### config.mk
export PLATFORM = sky130hd
export DESIGN_NAME = temp_limit_register_bank
export DESIGN_NICKNAME = d
export VERILOG_FILES = /design/src/pkg/temp_limit_pkg.sv /design/src/core/temp_limit_register_bank.sv /design/src/core/pin_sync.sv
export VERILOG_INCLUDE_DIRS = /design/src /design/src/pkg
export SDC_FILE = /design/constraint.sdc
export NUM_CORES = 1
export LEC_CHECK = 0
export BUFFER_PORTS_ARGS = -buffer_cell sky130_fd_sc_hd__buf_2
export CAP_MARGIN = 20
export CORE_MARGIN = 2
export CORE_UTILIZATION = 50
export CTS_BUF_LIST = sky130_fd_sc_hd__clkbuf_4 sky130_fd_sc_hd__clkbuf_8
export DETAILED_ROUTE_END_ITERATION = 7
export PLACE_DENSITY = 0.73
export SLEW_MARGIN = 30
export SYNTH_ARGS = -nofsm -noshare
export SYNTH_HDL_FRONTEND = slang
export SYNTH_SLANG_ARGS = --single-unit
### constraint.sdc
create_clock -name clk -period 5.4 [get_ports clk]
set_clock_uncertainty 0.1 [all_clocks]
set_input_delay 0.81 -clock clk [delete_from_list [all_inputs] [get_ports clk]]
set_output_delay 0.81 -clock clk [all_outputs]
set_load 0.01 [all_outputs]
### src/pkg/temp_limit_cfg.svh
/*
 * Register offsets, field positions, reset values and serial timing
 * counts of the temperature limit register bank.
 * Assumes inclusion by bare name from the package and the design files.
 */
`ifndef TEMP_LIMIT_CFG_SVH
`define TEMP_LIMIT_CFG_SVH

// Register addresses as carried in command bits 5..3
`define ADDR_STATUS          3'h0
`define ADDR_CONFIG          3'h1
`define ADDR_RESULT          3'h2
`define ADDR_IDENT           3'h3
`define ADDR_CRIT_LIMIT      3'h4
`define ADDR_HYST            3'h5
`define ADDR_UPPER_LIMIT     3'h6
`define ADDR_LOWER_LIMIT     3'h7

// Reset values
`define RST_CONFIG           8'h00
`define RST_RESULT           16'h0000
`define RST_CRIT_LIMIT       16'h4980
`define RST_HYST             8'h05
`define RST_UPPER_LIMIT      16'h2000
`define RST_LOWER_LIMIT      16'h0500

// Configuration register fields
`define CFG_CRIT_POL_BIT     2
`define CFG_LIMIT_POL_BIT    3
`define CFG_CMP_MODE_BIT     4
`define CFG_OPMODE_LO        5
`define CFG_OPMODE_HI        6
`define CFG_RES16_BIT        7
`define OPMODE_SHUTDOWN      2'h3

// Result word fields
`define RES_SIGN_BIT         15
`define RES_FLAG_CRIT        2
`define RES_FLAG_UPPER       1
`define RES_FLAG_LOWER       0

// Hysteresis field width and its scale: one degree is 2**7 result LSBs
`define HYST_BITS            4
`define HYST_SHIFT           7

// Command byte fields
`define CMD_READ_BIT         6
`define CMD_ADDR_HI          5
`define CMD_ADDR_LO          3

// Serial interface reset: consecutive ones on the data input
`define SERIAL_RESET_ONES    6'h20
`define SERIAL_CNT_BITS      6

`endif

### src/pkg/temp_limit_pkg.sv
/*
 * Types shared by the temperature limit register bank.
 * Assumes temp_limit_cfg.svh for the numeric constants.
 */
package temp_limit_pkg;

    // Serial frame phase, Gray coded along command -> data -> done
    typedef enum logic [1:0] {
        PH_CMD  = 2'h0,
        PH_DATA = 2'h1,
        PH_DONE = 2'h3
    } spi_phase_t;

    typedef logic [15:0] word_t;
    typedef logic [7:0]  byte_t;

endpackage

### src/core/temp_limit_register_bank.sv
/*
 * Register bank of a digital temperature sensor: result, identification,
 * limit and hysteresis setpoints, limit comparison, alarm pins, and the
 * four-wire serial slave that reaches the registers.
 * Assumes conversion results arrive on clk as a one-cycle strobe and
 * that the serial clock runs at most at one eighth of clk.
 */
// Functional notes
// - Result held and read as 16-bit word
// - 13-bit mode: bits 2..0 are alarm flags
// - 16-bit mode: bits 2..0 carry extra LSBs
// - Bit 15 sign, bits 14..3 magnitude
// - Identification: maker bits 7..3, revision 2..0
// - Result above critical limit raises critical pin
// - Critical limit read/write, resets to 147 degrees
// - Hysteresis unsigned four bits, one degree steps
// - Hysteresis lowers upper/critical, raises lower release
// - Hysteresis resets to five, top bits zero
// - Result above upper limit raises limit pin
// - Upper limit read/write, resets to 64 degrees
// - Result below lower limit raises limit pin
// - Lower limit read/write, resets to 10 degrees
// - Limits compared as signed values
// - Resolution bit selects 13-bit or 16-bit result
// - Comparator mode releases pin past hysteresis threshold
`timescale 1ns/1ns
`include "temp_limit_cfg.svh"
module temp_limit_register_bank #(
    parameter logic [4:0] MAKER_ID    = 5'h0A, // Arbitrary value
    parameter logic [2:0] REVISION_ID = 3'h1   // Arbitrary value
) (
    input  wire logic        clk,
    input  wire logic        sys_rst,
    input  wire logic        conv_valid,
    input  wire logic [15:0] conv_result,
    input  wire logic        sclk,
    input  wire logic        cs_n,
    input  wire logic        din,
    output logic             dout,
    output logic             critical_alarm_pin,
    output logic             limit_alarm_pin
);

    logic [2:0]                      pins_sync;
    logic                            sclk_s;
    logic                            cs_n_s;
    logic                            din_s;
    logic                            sclk_d_reg;
    logic                            sclk_rise;
    logic                            sclk_fall;
    temp_limit_pkg::spi_phase_t      phase_reg;
    logic [4:0]                      bit_cnt_reg;
    logic [14:0]                     shin_reg;
    logic [15:0]                     shout_reg;
    logic                            is_read_reg;
    logic [2:0]                      addr_reg;
    logic [`SERIAL_CNT_BITS-1:0]     ones_cnt_reg;
    logic                            soft_rst_reg;
    logic                            wr_stb_reg;
    logic [15:0]                     wr_data_reg;
    logic                            rd_stb_reg;
    logic                            dout_reg;
    temp_limit_pkg::byte_t           config_reg;
    temp_limit_pkg::word_t           result_reg;
    temp_limit_pkg::word_t           crit_limit_reg;
    temp_limit_pkg::byte_t           hysteresis_value_reg;
    temp_limit_pkg::word_t           upper_limit_reg;
    temp_limit_pkg::word_t           lower_limit_reg;
    logic                            crit_state_reg;
    logic                            upper_state_reg;
    logic                            lower_state_reg;
    logic                            int_latch_reg;
    logic                            crit_pin_reg;
    logic                            limit_pin_reg;
    logic                            res16;
    logic                            cmp_mode;
    logic [7:0]                      cmd_byte;
    logic [15:0]                     wr_word;
    logic                            cmd_ok;
    logic                            wide_reg;
    temp_limit_pkg::word_t           new_result;
    logic signed [16:0]              res_x;
    logic signed [16:0]              hyst_x;
    logic signed [16:0]              crit_x;
    logic signed [16:0]              upper_x;
    logic signed [16:0]              lower_x;
    logic                            crit_set;
    logic                            crit_rel;
    logic                            upper_set;
    logic                            upper_rel;
    logic                            lower_set;
    logic                            lower_rel;
    logic                            limit_active;

    pin_sync #(
        .WIDTH (3)
    ) u_pin_sync (
        .clk      (clk),
        .sys_rst  (sys_rst),
        .async_in ({sclk, cs_n, din}),
        .sync_out (pins_sync)
    );

    assign sclk_s    = pins_sync[2];
    assign cs_n_s    = pins_sync[1];
    assign din_s     = pins_sync[0];
    assign sclk_rise = sclk_s & ~sclk_d_reg;
    assign sclk_fall = ~sclk_s & sclk_d_reg;

    assign res16    = config_reg[`CFG_RES16_BIT];
    assign cmp_mode = config_reg[`CFG_CMP_MODE_BIT];
    assign cmd_byte = {shin_reg[6:0], din_s};
    assign wr_word  = {shin_reg, din_s};
    // Bits 7 and 2..0 of a command must be zero, else the frame is dropped
    assign cmd_ok   = ~cmd_byte[7] & (cmd_byte[2:0] == 3'h0);
    assign wide_reg = (addr_reg == `ADDR_RESULT) |
                      (addr_reg == `ADDR_CRIT_LIMIT) |
                      (addr_reg == `ADDR_UPPER_LIMIT) |
                      (addr_reg == `ADDR_LOWER_LIMIT);

    // Read value, 8-bit registers placed in the upper byte for shifting
    function automatic logic [15:0] read_value(input logic [2:0] a);
        logic [15:0] v;
        v = 16'h0000;
        unique case (a)
            `ADDR_STATUS:      v = 16'h0000;
            `ADDR_CONFIG:      v = {config_reg, 8'h00};
            `ADDR_RESULT:      v = res16 ? result_reg :
                                   {result_reg[15:3], crit_state_reg,
                                    upper_state_reg, lower_state_reg};
            `ADDR_IDENT:       v = {MAKER_ID, REVISION_ID, 8'h00};
            `ADDR_CRIT_LIMIT:  v = crit_limit_reg;
            `ADDR_HYST:        v = {hysteresis_value_reg, 8'h00};
            `ADDR_UPPER_LIMIT: v = upper_limit_reg;
            `ADDR_LOWER_LIMIT: v = lower_limit_reg;
        endcase
        return v;
    endfunction

    always_ff @(posedge clk or posedge sys_rst) begin
        if (sys_rst) begin
            sclk_d_reg <= 1'b0;
        end else begin
            sclk_d_reg <= sclk_s;
        end
    end

    // Serial interface reset after 32 consecutive ones clocked in
    always_ff @(posedge clk or posedge sys_rst) begin
        if (sys_rst) begin
            ones_cnt_reg <= '0;
            soft_rst_reg <= 1'b0;
        end else begin
            soft_rst_reg <= 1'b0;
            if (sclk_rise) begin
                if (!din_s) begin
                    ones_cnt_reg <= '0;
                end else if (ones_cnt_reg == `SERIAL_RESET_ONES - 6'h01) begin
                    ones_cnt_reg <= '0;
                    soft_rst_reg <= 1'b1;
                end else begin
                    ones_cnt_reg <= ones_cnt_reg + 6'h01;
                end
            end
        end
    end

    // Frame engine: command byte, then 8 or 16 data bits
    always_ff @(posedge clk or posedge sys_rst) begin
        if (sys_rst) begin
            phase_reg   <= temp_limit_pkg::PH_CMD;
            bit_cnt_reg <= 5'h00;
            shin_reg    <= 15'h0000;
            shout_reg   <= 16'h0000;
            is_read_reg <= 1'b0;
            addr_reg    <= 3'h0;
            wr_stb_reg  <= 1'b0;
            wr_data_reg <= 16'h0000;
            rd_stb_reg  <= 1'b0;
            dout_reg    <= 1'b0;
        end else begin
            wr_stb_reg <= 1'b0;
            rd_stb_reg <= 1'b0;
            if (cs_n_s || soft_rst_reg) begin
                phase_reg   <= temp_limit_pkg::PH_CMD;
                bit_cnt_reg <= 5'h00;
            end else if (sclk_rise) begin
                shin_reg    <= wr_word[14:0];
                bit_cnt_reg <= bit_cnt_reg + 5'h01;
                unique case (phase_reg)
                    temp_limit_pkg::PH_CMD: begin
                        if (bit_cnt_reg == 5'h07) begin
                            bit_cnt_reg <= 5'h00;
                            is_read_reg <= cmd_byte[`CMD_READ_BIT];
                            addr_reg    <= cmd_byte[`CMD_ADDR_HI:`CMD_ADDR_LO];
                            phase_reg   <= cmd_ok ? temp_limit_pkg::PH_DATA
                                                  : temp_limit_pkg::PH_DONE;
                            if (cmd_ok && cmd_byte[`CMD_READ_BIT]) begin
                                shout_reg  <= read_value(
                                    cmd_byte[`CMD_ADDR_HI:`CMD_ADDR_LO]);
                                rd_stb_reg <= 1'b1;
                            end
                        end
                    end
                    temp_limit_pkg::PH_DATA: begin
                        if (bit_cnt_reg == (wide_reg ? 5'h0F : 5'h07)) begin
                            phase_reg <= temp_limit_pkg::PH_DONE;
                            if (!is_read_reg) begin
                                wr_stb_reg  <= 1'b1;
                                wr_data_reg <= wr_word;
                            end
                        end
                    end
                    temp_limit_pkg::PH_DONE: begin
                        bit_cnt_reg <= bit_cnt_reg;
                    end
                endcase
            end else if (sclk_fall && is_read_reg &&
                         phase_reg == temp_limit_pkg::PH_DATA) begin
                dout_reg  <= shout_reg[15];
                shout_reg <= {shout_reg[14:0], 1'b0};
            end
        end
    end

    // Setpoint and configuration registers
    always_ff @(posedge clk or posedge sys_rst) begin
        if (sys_rst) begin
            config_reg           <= `RST_CONFIG;
            crit_limit_reg       <= `RST_CRIT_LIMIT;
            hysteresis_value_reg <= `RST_HYST;
            upper_limit_reg      <= `RST_UPPER_LIMIT;
            lower_limit_reg      <= `RST_LOWER_LIMIT;
        end else if (soft_rst_reg) begin
            config_reg           <= `RST_CONFIG;
            crit_limit_reg       <= `RST_CRIT_LIMIT;
            hysteresis_value_reg <= `RST_HYST;
            upper_limit_reg      <= `RST_UPPER_LIMIT;
            lower_limit_reg      <= `RST_LOWER_LIMIT;
        end else if (wr_stb_reg) begin
            // 8-bit writes arrive in the low byte of the assembled word
            unique case (addr_reg)
                `ADDR_CONFIG:      config_reg <= wr_data_reg[7:0];
                `ADDR_CRIT_LIMIT:  crit_limit_reg <= wr_data_reg;
                `ADDR_HYST:        hysteresis_value_reg <= wr_data_reg[7:0];
                `ADDR_UPPER_LIMIT: upper_limit_reg <= wr_data_reg;
                `ADDR_LOWER_LIMIT: lower_limit_reg <= wr_data_reg;
                default: ;
            endcase
        end
    end

    // 13-bit mode drops the three extended LSBs of the conversion
    assign new_result = res16 ? conv_result :
                        {conv_result[15:3], 3'h0};
    // Signed 17-bit arithmetic so thresholds never wrap
    assign res_x   = {new_result[`RES_SIGN_BIT], new_result};
    assign crit_x  = {crit_limit_reg[15], crit_limit_reg};
    assign upper_x = {upper_limit_reg[15], upper_limit_reg};
    assign lower_x = {lower_limit_reg[15], lower_limit_reg};
    // One degree is the same word weight in both resolutions
    assign hyst_x  = {6'h00, hysteresis_value_reg[`HYST_BITS-1:0], 7'h00};

    assign crit_set  = res_x > crit_x;
    assign crit_rel  = res_x < (crit_x - hyst_x);
    assign upper_set = res_x > upper_x;
    assign upper_rel = res_x < (upper_x - hyst_x);
    assign lower_set = res_x < lower_x;
    assign lower_rel = res_x > (lower_x + hyst_x);
    // Result and alarm states move only on a new conversion or a serial interface reset
    always_ff @(posedge clk or posedge sys_rst) begin
        if (sys_rst) begin
            result_reg      <= `RST_RESULT;
            crit_state_reg  <= 1'b0;
            upper_state_reg <= 1'b0;
            lower_state_reg <= 1'b0;
        end else if (soft_rst_reg) begin
            result_reg      <= `RST_RESULT;
            crit_state_reg  <= 1'b0;
            upper_state_reg <= 1'b0;
            lower_state_reg <= 1'b0;
        end else if (conv_valid) begin
            result_reg <= new_result;
            if (crit_set) begin
                crit_state_reg <= 1'b1;
            end else if (crit_rel) begin
                crit_state_reg <= 1'b0;
            end
            if (upper_set) begin
                upper_state_reg <= 1'b1;
            end else if (upper_rel) begin
                upper_state_reg <= 1'b0;
            end
            if (lower_set) begin
                lower_state_reg <= 1'b1;
            end else if (lower_rel) begin
                lower_state_reg <= 1'b0;
            end
        end
    end

    // Interrupt mode latch: cleared by any read or by shutdown
    always_ff @(posedge clk or posedge sys_rst) begin
        if (sys_rst) begin
            int_latch_reg <= 1'b0;
        end else if (soft_rst_reg) begin
            int_latch_reg <= 1'b0;
        end else if (conv_valid && (upper_set || lower_set)) begin
            // A new event wins over a read in the same cycle
            int_latch_reg <= 1'b1;
        end else if (rd_stb_reg ||
                     config_reg[`CFG_OPMODE_HI:`CFG_OPMODE_LO] ==
                     `OPMODE_SHUTDOWN) begin
            int_latch_reg <= 1'b0;
        end
    end

    assign limit_active = cmp_mode ? (upper_state_reg | lower_state_reg)
                                   : int_latch_reg;
    // Polarity bit 1 means active high
    always_ff @(posedge clk or posedge sys_rst) begin
        if (sys_rst) begin
            crit_pin_reg  <= 1'b1;
            limit_pin_reg <= 1'b1;
        end else begin
            crit_pin_reg  <= ~(crit_state_reg ^
                               config_reg[`CFG_CRIT_POL_BIT]);
            limit_pin_reg <= ~(limit_active ^
                               config_reg[`CFG_LIMIT_POL_BIT]);
        end
    end

    assign dout               = dout_reg;
    assign critical_alarm_pin = crit_pin_reg;
    assign limit_alarm_pin    = limit_pin_reg;
endmodule

### src/core/pin_sync.sv
/*
 * Two flip-flop synchroniser for a group of independent level inputs.
 * Assumes each bit is a slow level or a clock far below clk.
 */
`timescale 1ns/1ns
module pin_sync #(
    parameter int WIDTH = 1
) (
    input  wire logic             clk,
    input  wire logic             sys_rst,
    input  wire logic [WIDTH-1:0] async_in,
    output logic      [WIDTH-1:0] sync_out
);

    logic [WIDTH-1:0] meta_reg;

    // First stage feeds only the second stage
    always_ff @(posedge clk or posedge sys_rst) begin
        if (sys_rst) begin
            meta_reg <= '0;
            sync_out <= '0;
        end else begin
            meta_reg <= async_in;
            sync_out <= meta_reg;
        end
    end

endmodule

==> results.cfg <==
[placement]
routabilityCongestion = 0.928
numPortBuffers = 24
post-dp-hpwl_um = 18800
placed_cells = 1315
placement.cell_area_sq_mm = 0.0102

[finish]
multiInputGateArea_sq_mm = 0.00540
filler_cell_count = 1749
post-route-cell-area_sq_mm = 0.0107
final-seq-area_sq_mm = 0.00404
n_antenna_cell = 0
layout-drive-gt1-share = 0.128
utilization = 0.548
final_nets = 1186
layoutNonFillerInstCount = 1347
synthToLayoutAreaGrowth_pct = 7.55

[clock_network]
ctsRootBufferMaster = sky130_fd_sc_hd__clkbuf_8
cts_buffers = 17
cts-hold-fix-buffers = 0
post-cts-setup-buffer-count = 0
cts-resized-gates = 0
clock_path_buffers = 2
cts_tree = yes
clk_latency_worst_skew_pair_ns = 0.48
path_clk_slew_ns = 0.10
cts_num_sinks = 161
htree_num_levels = 4

[global_route]
global_route.usage.total = 0.265
antenna_found_initial = 0
grt_start_max_net_pins = 91
globalRouteOverflowTotal = 0
grt_pass1_vias = 7694
grt_pass1_wl_um = 41900

[synth]
ys_dominant_reg_cell = sky130_fd_sc_hd__dfrtp_1
synth_seq_area_share = 0.408
synth_seq_cells = 161
synth_fp_nets = 1182
netlist-cell-type-count = 59
synthesized_area_per_cell_sq_um = 9.31
synthesis.instances = 1065
synth_edf_count = 0
yosys_warnings = 0
synth-async-reset-ratio = 1.00
mapped_area_sq_mm = 0.00991

[floorplanning]
chipWidth_um = 145
design.core.area_sq_mm = 0.0195
ios = 25
row_count = 51
chipHeight_um = 145
initial_core_utilization = 0.509
fp.dieArea_sq_mm = 0.0210

[setup_path]
critPathMaxFanout = 5
crit_path_end_kind = flip-flop
worstRegToRegCells = 14
worstSetupEndpoint = upper_state_reg$_DFFE_PP0P_
largest_incremental_delay_on_the_critical_path_ns = 0.46
critical_path_depth = 14
cp_data_required_time_ns = 5.64
crit_chain = inv_1 > ha_1 > a21o_1 > a21o_1 > a211oi_1 > nand3_1 > xnor2_1 > ha_1 > nand4_1 > nor3_1 > nand4_1 > o21ai_0 > mux2i_1 > o32ai_1
ff2ff_setup_slack_ns = 1.68
cp-startpoint = hysteresis_value_reg[1]$_DFFE_PP0P_
crit_arrival_ns = 3.96
worstPathBufferInverterCount = 1
start_to_end_type_of_the_worst_setup_path = flip-flop to flip-flop
critPathTopFamily = compound AO/OA/AOI/OAI gates
r2r_end = upper_state_reg$_DFFE_PP0P_
cp_slowest_cell = sky130_fd_sc_hd__a211oi_1
critical_path.reg2reg.startpoint = hysteresis_value_reg[1]$_DFFE_PP0P_
setup.worst_path.start_class = flip-flop

[sta]
max_slew_margin = 0.411
worst_pin_slew_ns = 0.881
final_hold_viol_count = 0
final-setup-viol-count = 0
setup-tns-final_ns = 0
post-route-min-period_ns = 3.72
min_period_over_period = 0.690
maxClockFrequency_mhz = 269
maxSlewViolCount = 0
rsz_0062_raised_after_global_routing = false

[detailed_routing]
postRouteAntennaNets = 0
firstDrtPassIters = 8
routed_via_density = 5.86
drt_iter0_drc = 575
via_count = 7897
drt_drc_violations_left = 0
drt-wirelength-per-cell_um = 19.4
totalWireLength_um = 26100

[outcome]
result_of_the_run = complete, no violations

[job]
timing.max_cap.violations = 0

[power]
total_power_mw = 2.78
p_leak_nw = 4.58
power_density_mw_per_mm2 = 260
irDropWorstVdd_mv = 0.173

[min_path]
worst_hold_path_type = flip-flop to flip-flop
cells in the final DEF (no fill, tap or decap), types with 4 or more instances in the layout:
cell,instances
sky130_fd_sc_hd__inv_6,8
sky130_fd_sc_hd__a21oi_1,83
sky130_fd_sc_hd__o22ai_1,4
sky130_fd_sc_hd__xnor2_1,19
sky130_fd_sc_hd__nand4_1,17
sky130_fd_sc_hd__mux2_4,9
sky130_fd_sc_hd__o21ai_0,55
sky130_fd_sc_hd__a21o_1,11
sky130_fd_sc_hd__mux2i_1,44
sky130_fd_sc_hd__nand2b_1,8
sky130_fd_sc_hd__ha_1,92
sky130_fd_sc_hd__inv_1,66
sky130_fd_sc_hd__dfstp_2,11
sky130_fd_sc_hd__clkbuf_8,17
sky130_fd_sc_hd__nand3b_1,5
sky130_fd_sc_hd__mux2_2,35
sky130_fd_sc_hd__nor3_1,17
sky130_fd_sc_hd__nand3_1,17
sky130_fd_sc_hd__a221oi_1,5
sky130_fd_sc_hd__a211oi_1,11
sky130_fd_sc_hd__nor2b_1,12
sky130_fd_sc_hd__a22oi_1,20
sky130_fd_sc_hd__buf_4,11
sky130_fd_sc_hd__o221ai_1,4
sky130_fd_sc_hd__buf_2,24
sky130_fd_sc_hd__nor4_1,7
sky130_fd_sc_hd__o211ai_1,14
sky130_fd_sc_hd__nor2_1,77
sky130_fd_sc_hd__dfrtp_1,149
sky130_fd_sc_hd__xor2_1,5
sky130_fd_sc_hd__nand2_1,165
per-layer routing:
layer  share of wire  wire length (um)  GRT usage
met1            0.43             11200      0.355
met2            0.45             11900      0.413
met3           0.079              2060     0.0681
met4           0.039              1010      0.101
met5               0                 0          0
where the power goes:
group | internal, mW | switching [mW]
Clock | 0.434 | 0.517
Combinational | 0.182 | 0.333
Sequential | 1.25 | 0.0567
layout make-up:
class | count | share of cell area
Multi-Input combinational cell | 787 | 0.507
Sequential cell | 161 | 0.379
Tap cell | 265 | 0.0311
Inverter | 67 | 0.0241
Clock buffer | 17 | 0.0219
Timing Repair Buffer | 35 | 0.0190
Clock inverter | 15 | 0.0176
logic make-up (layout without fill, tap and decap cells):
| family | after synthesis | count (layout) | share of synthesized area |
|---|---|---|---|
| adders and majority gates | 95 | 95 | 0.122 |
| and+or+nand+nor | 349 | 349 | 0.158 |
| xor gates and xnor gates | 24 | 24 | 0.0212 |
| buffers and inverters | 117 | 134 | 0.0482 |
| DFF | 161 | 161 | 0.408 |
| AOI/OAI and AO/OA | 230 | 230 | 0.142 |
| muxes | 89 | 89 | 0.100 |
stage by stage:
step	hold WS, ns	worst slack (ns)
floorplan	0.231	0.160
global placement	0.232	1.86
detailed placement	0.235	1.78
CTS	0.257	1.75
global route	0.266	1.42
finish	0.255	1.68
synth_stat cells, drive strengths merged, types with 18 or more instances:
master	n	area [sq um]
o21ai	55	275
mux2	44	529
nor2	79	304
dfrtp	150	3750
a22oi	20	150
mux2i	44	440
xnor2	19	166
nand2	165	619
clkbuf	42	158
nor3	18	90.1
a21oi	84	424
ha	92	1150
inv	67	251
how the worst min path moves through the flow:
stage                                          start                               end  slack (ns)  cells past startpoint
floorplan           u_pin_sync.meta_reg[0]$_DFF_PP0_  u_pin_sync.sync_out[0]$_DFF_PP0_        0.23                      0
global route        u_pin_sync.meta_reg[0]$_DFF_PP0_  u_pin_sync.sync_out[0]$_DFF_PP0_        0.27                      0
detailed placement  u_pin_sync.meta_reg[2]$_DFF_PP0_  u_pin_sync.sync_out[2]$_DFF_PP0_        0.23                      0
CTS                 u_pin_sync.meta_reg[2]$_DFF_PP0_  u_pin_sync.sync_out[2]$_DFF_PP0_        0.26                      0
finish              u_pin_sync.meta_reg[1]$_DFF_PP0_  u_pin_sync.sync_out[1]$_DFF_PP0_        0.25                      0
global placement    u_pin_sync.meta_reg[2]$_DFF_PP0_  u_pin_sync.sync_out[2]$_DFF_PP0_        0.23                      0
Note: power is estimated with default switching activity, not from simulation.
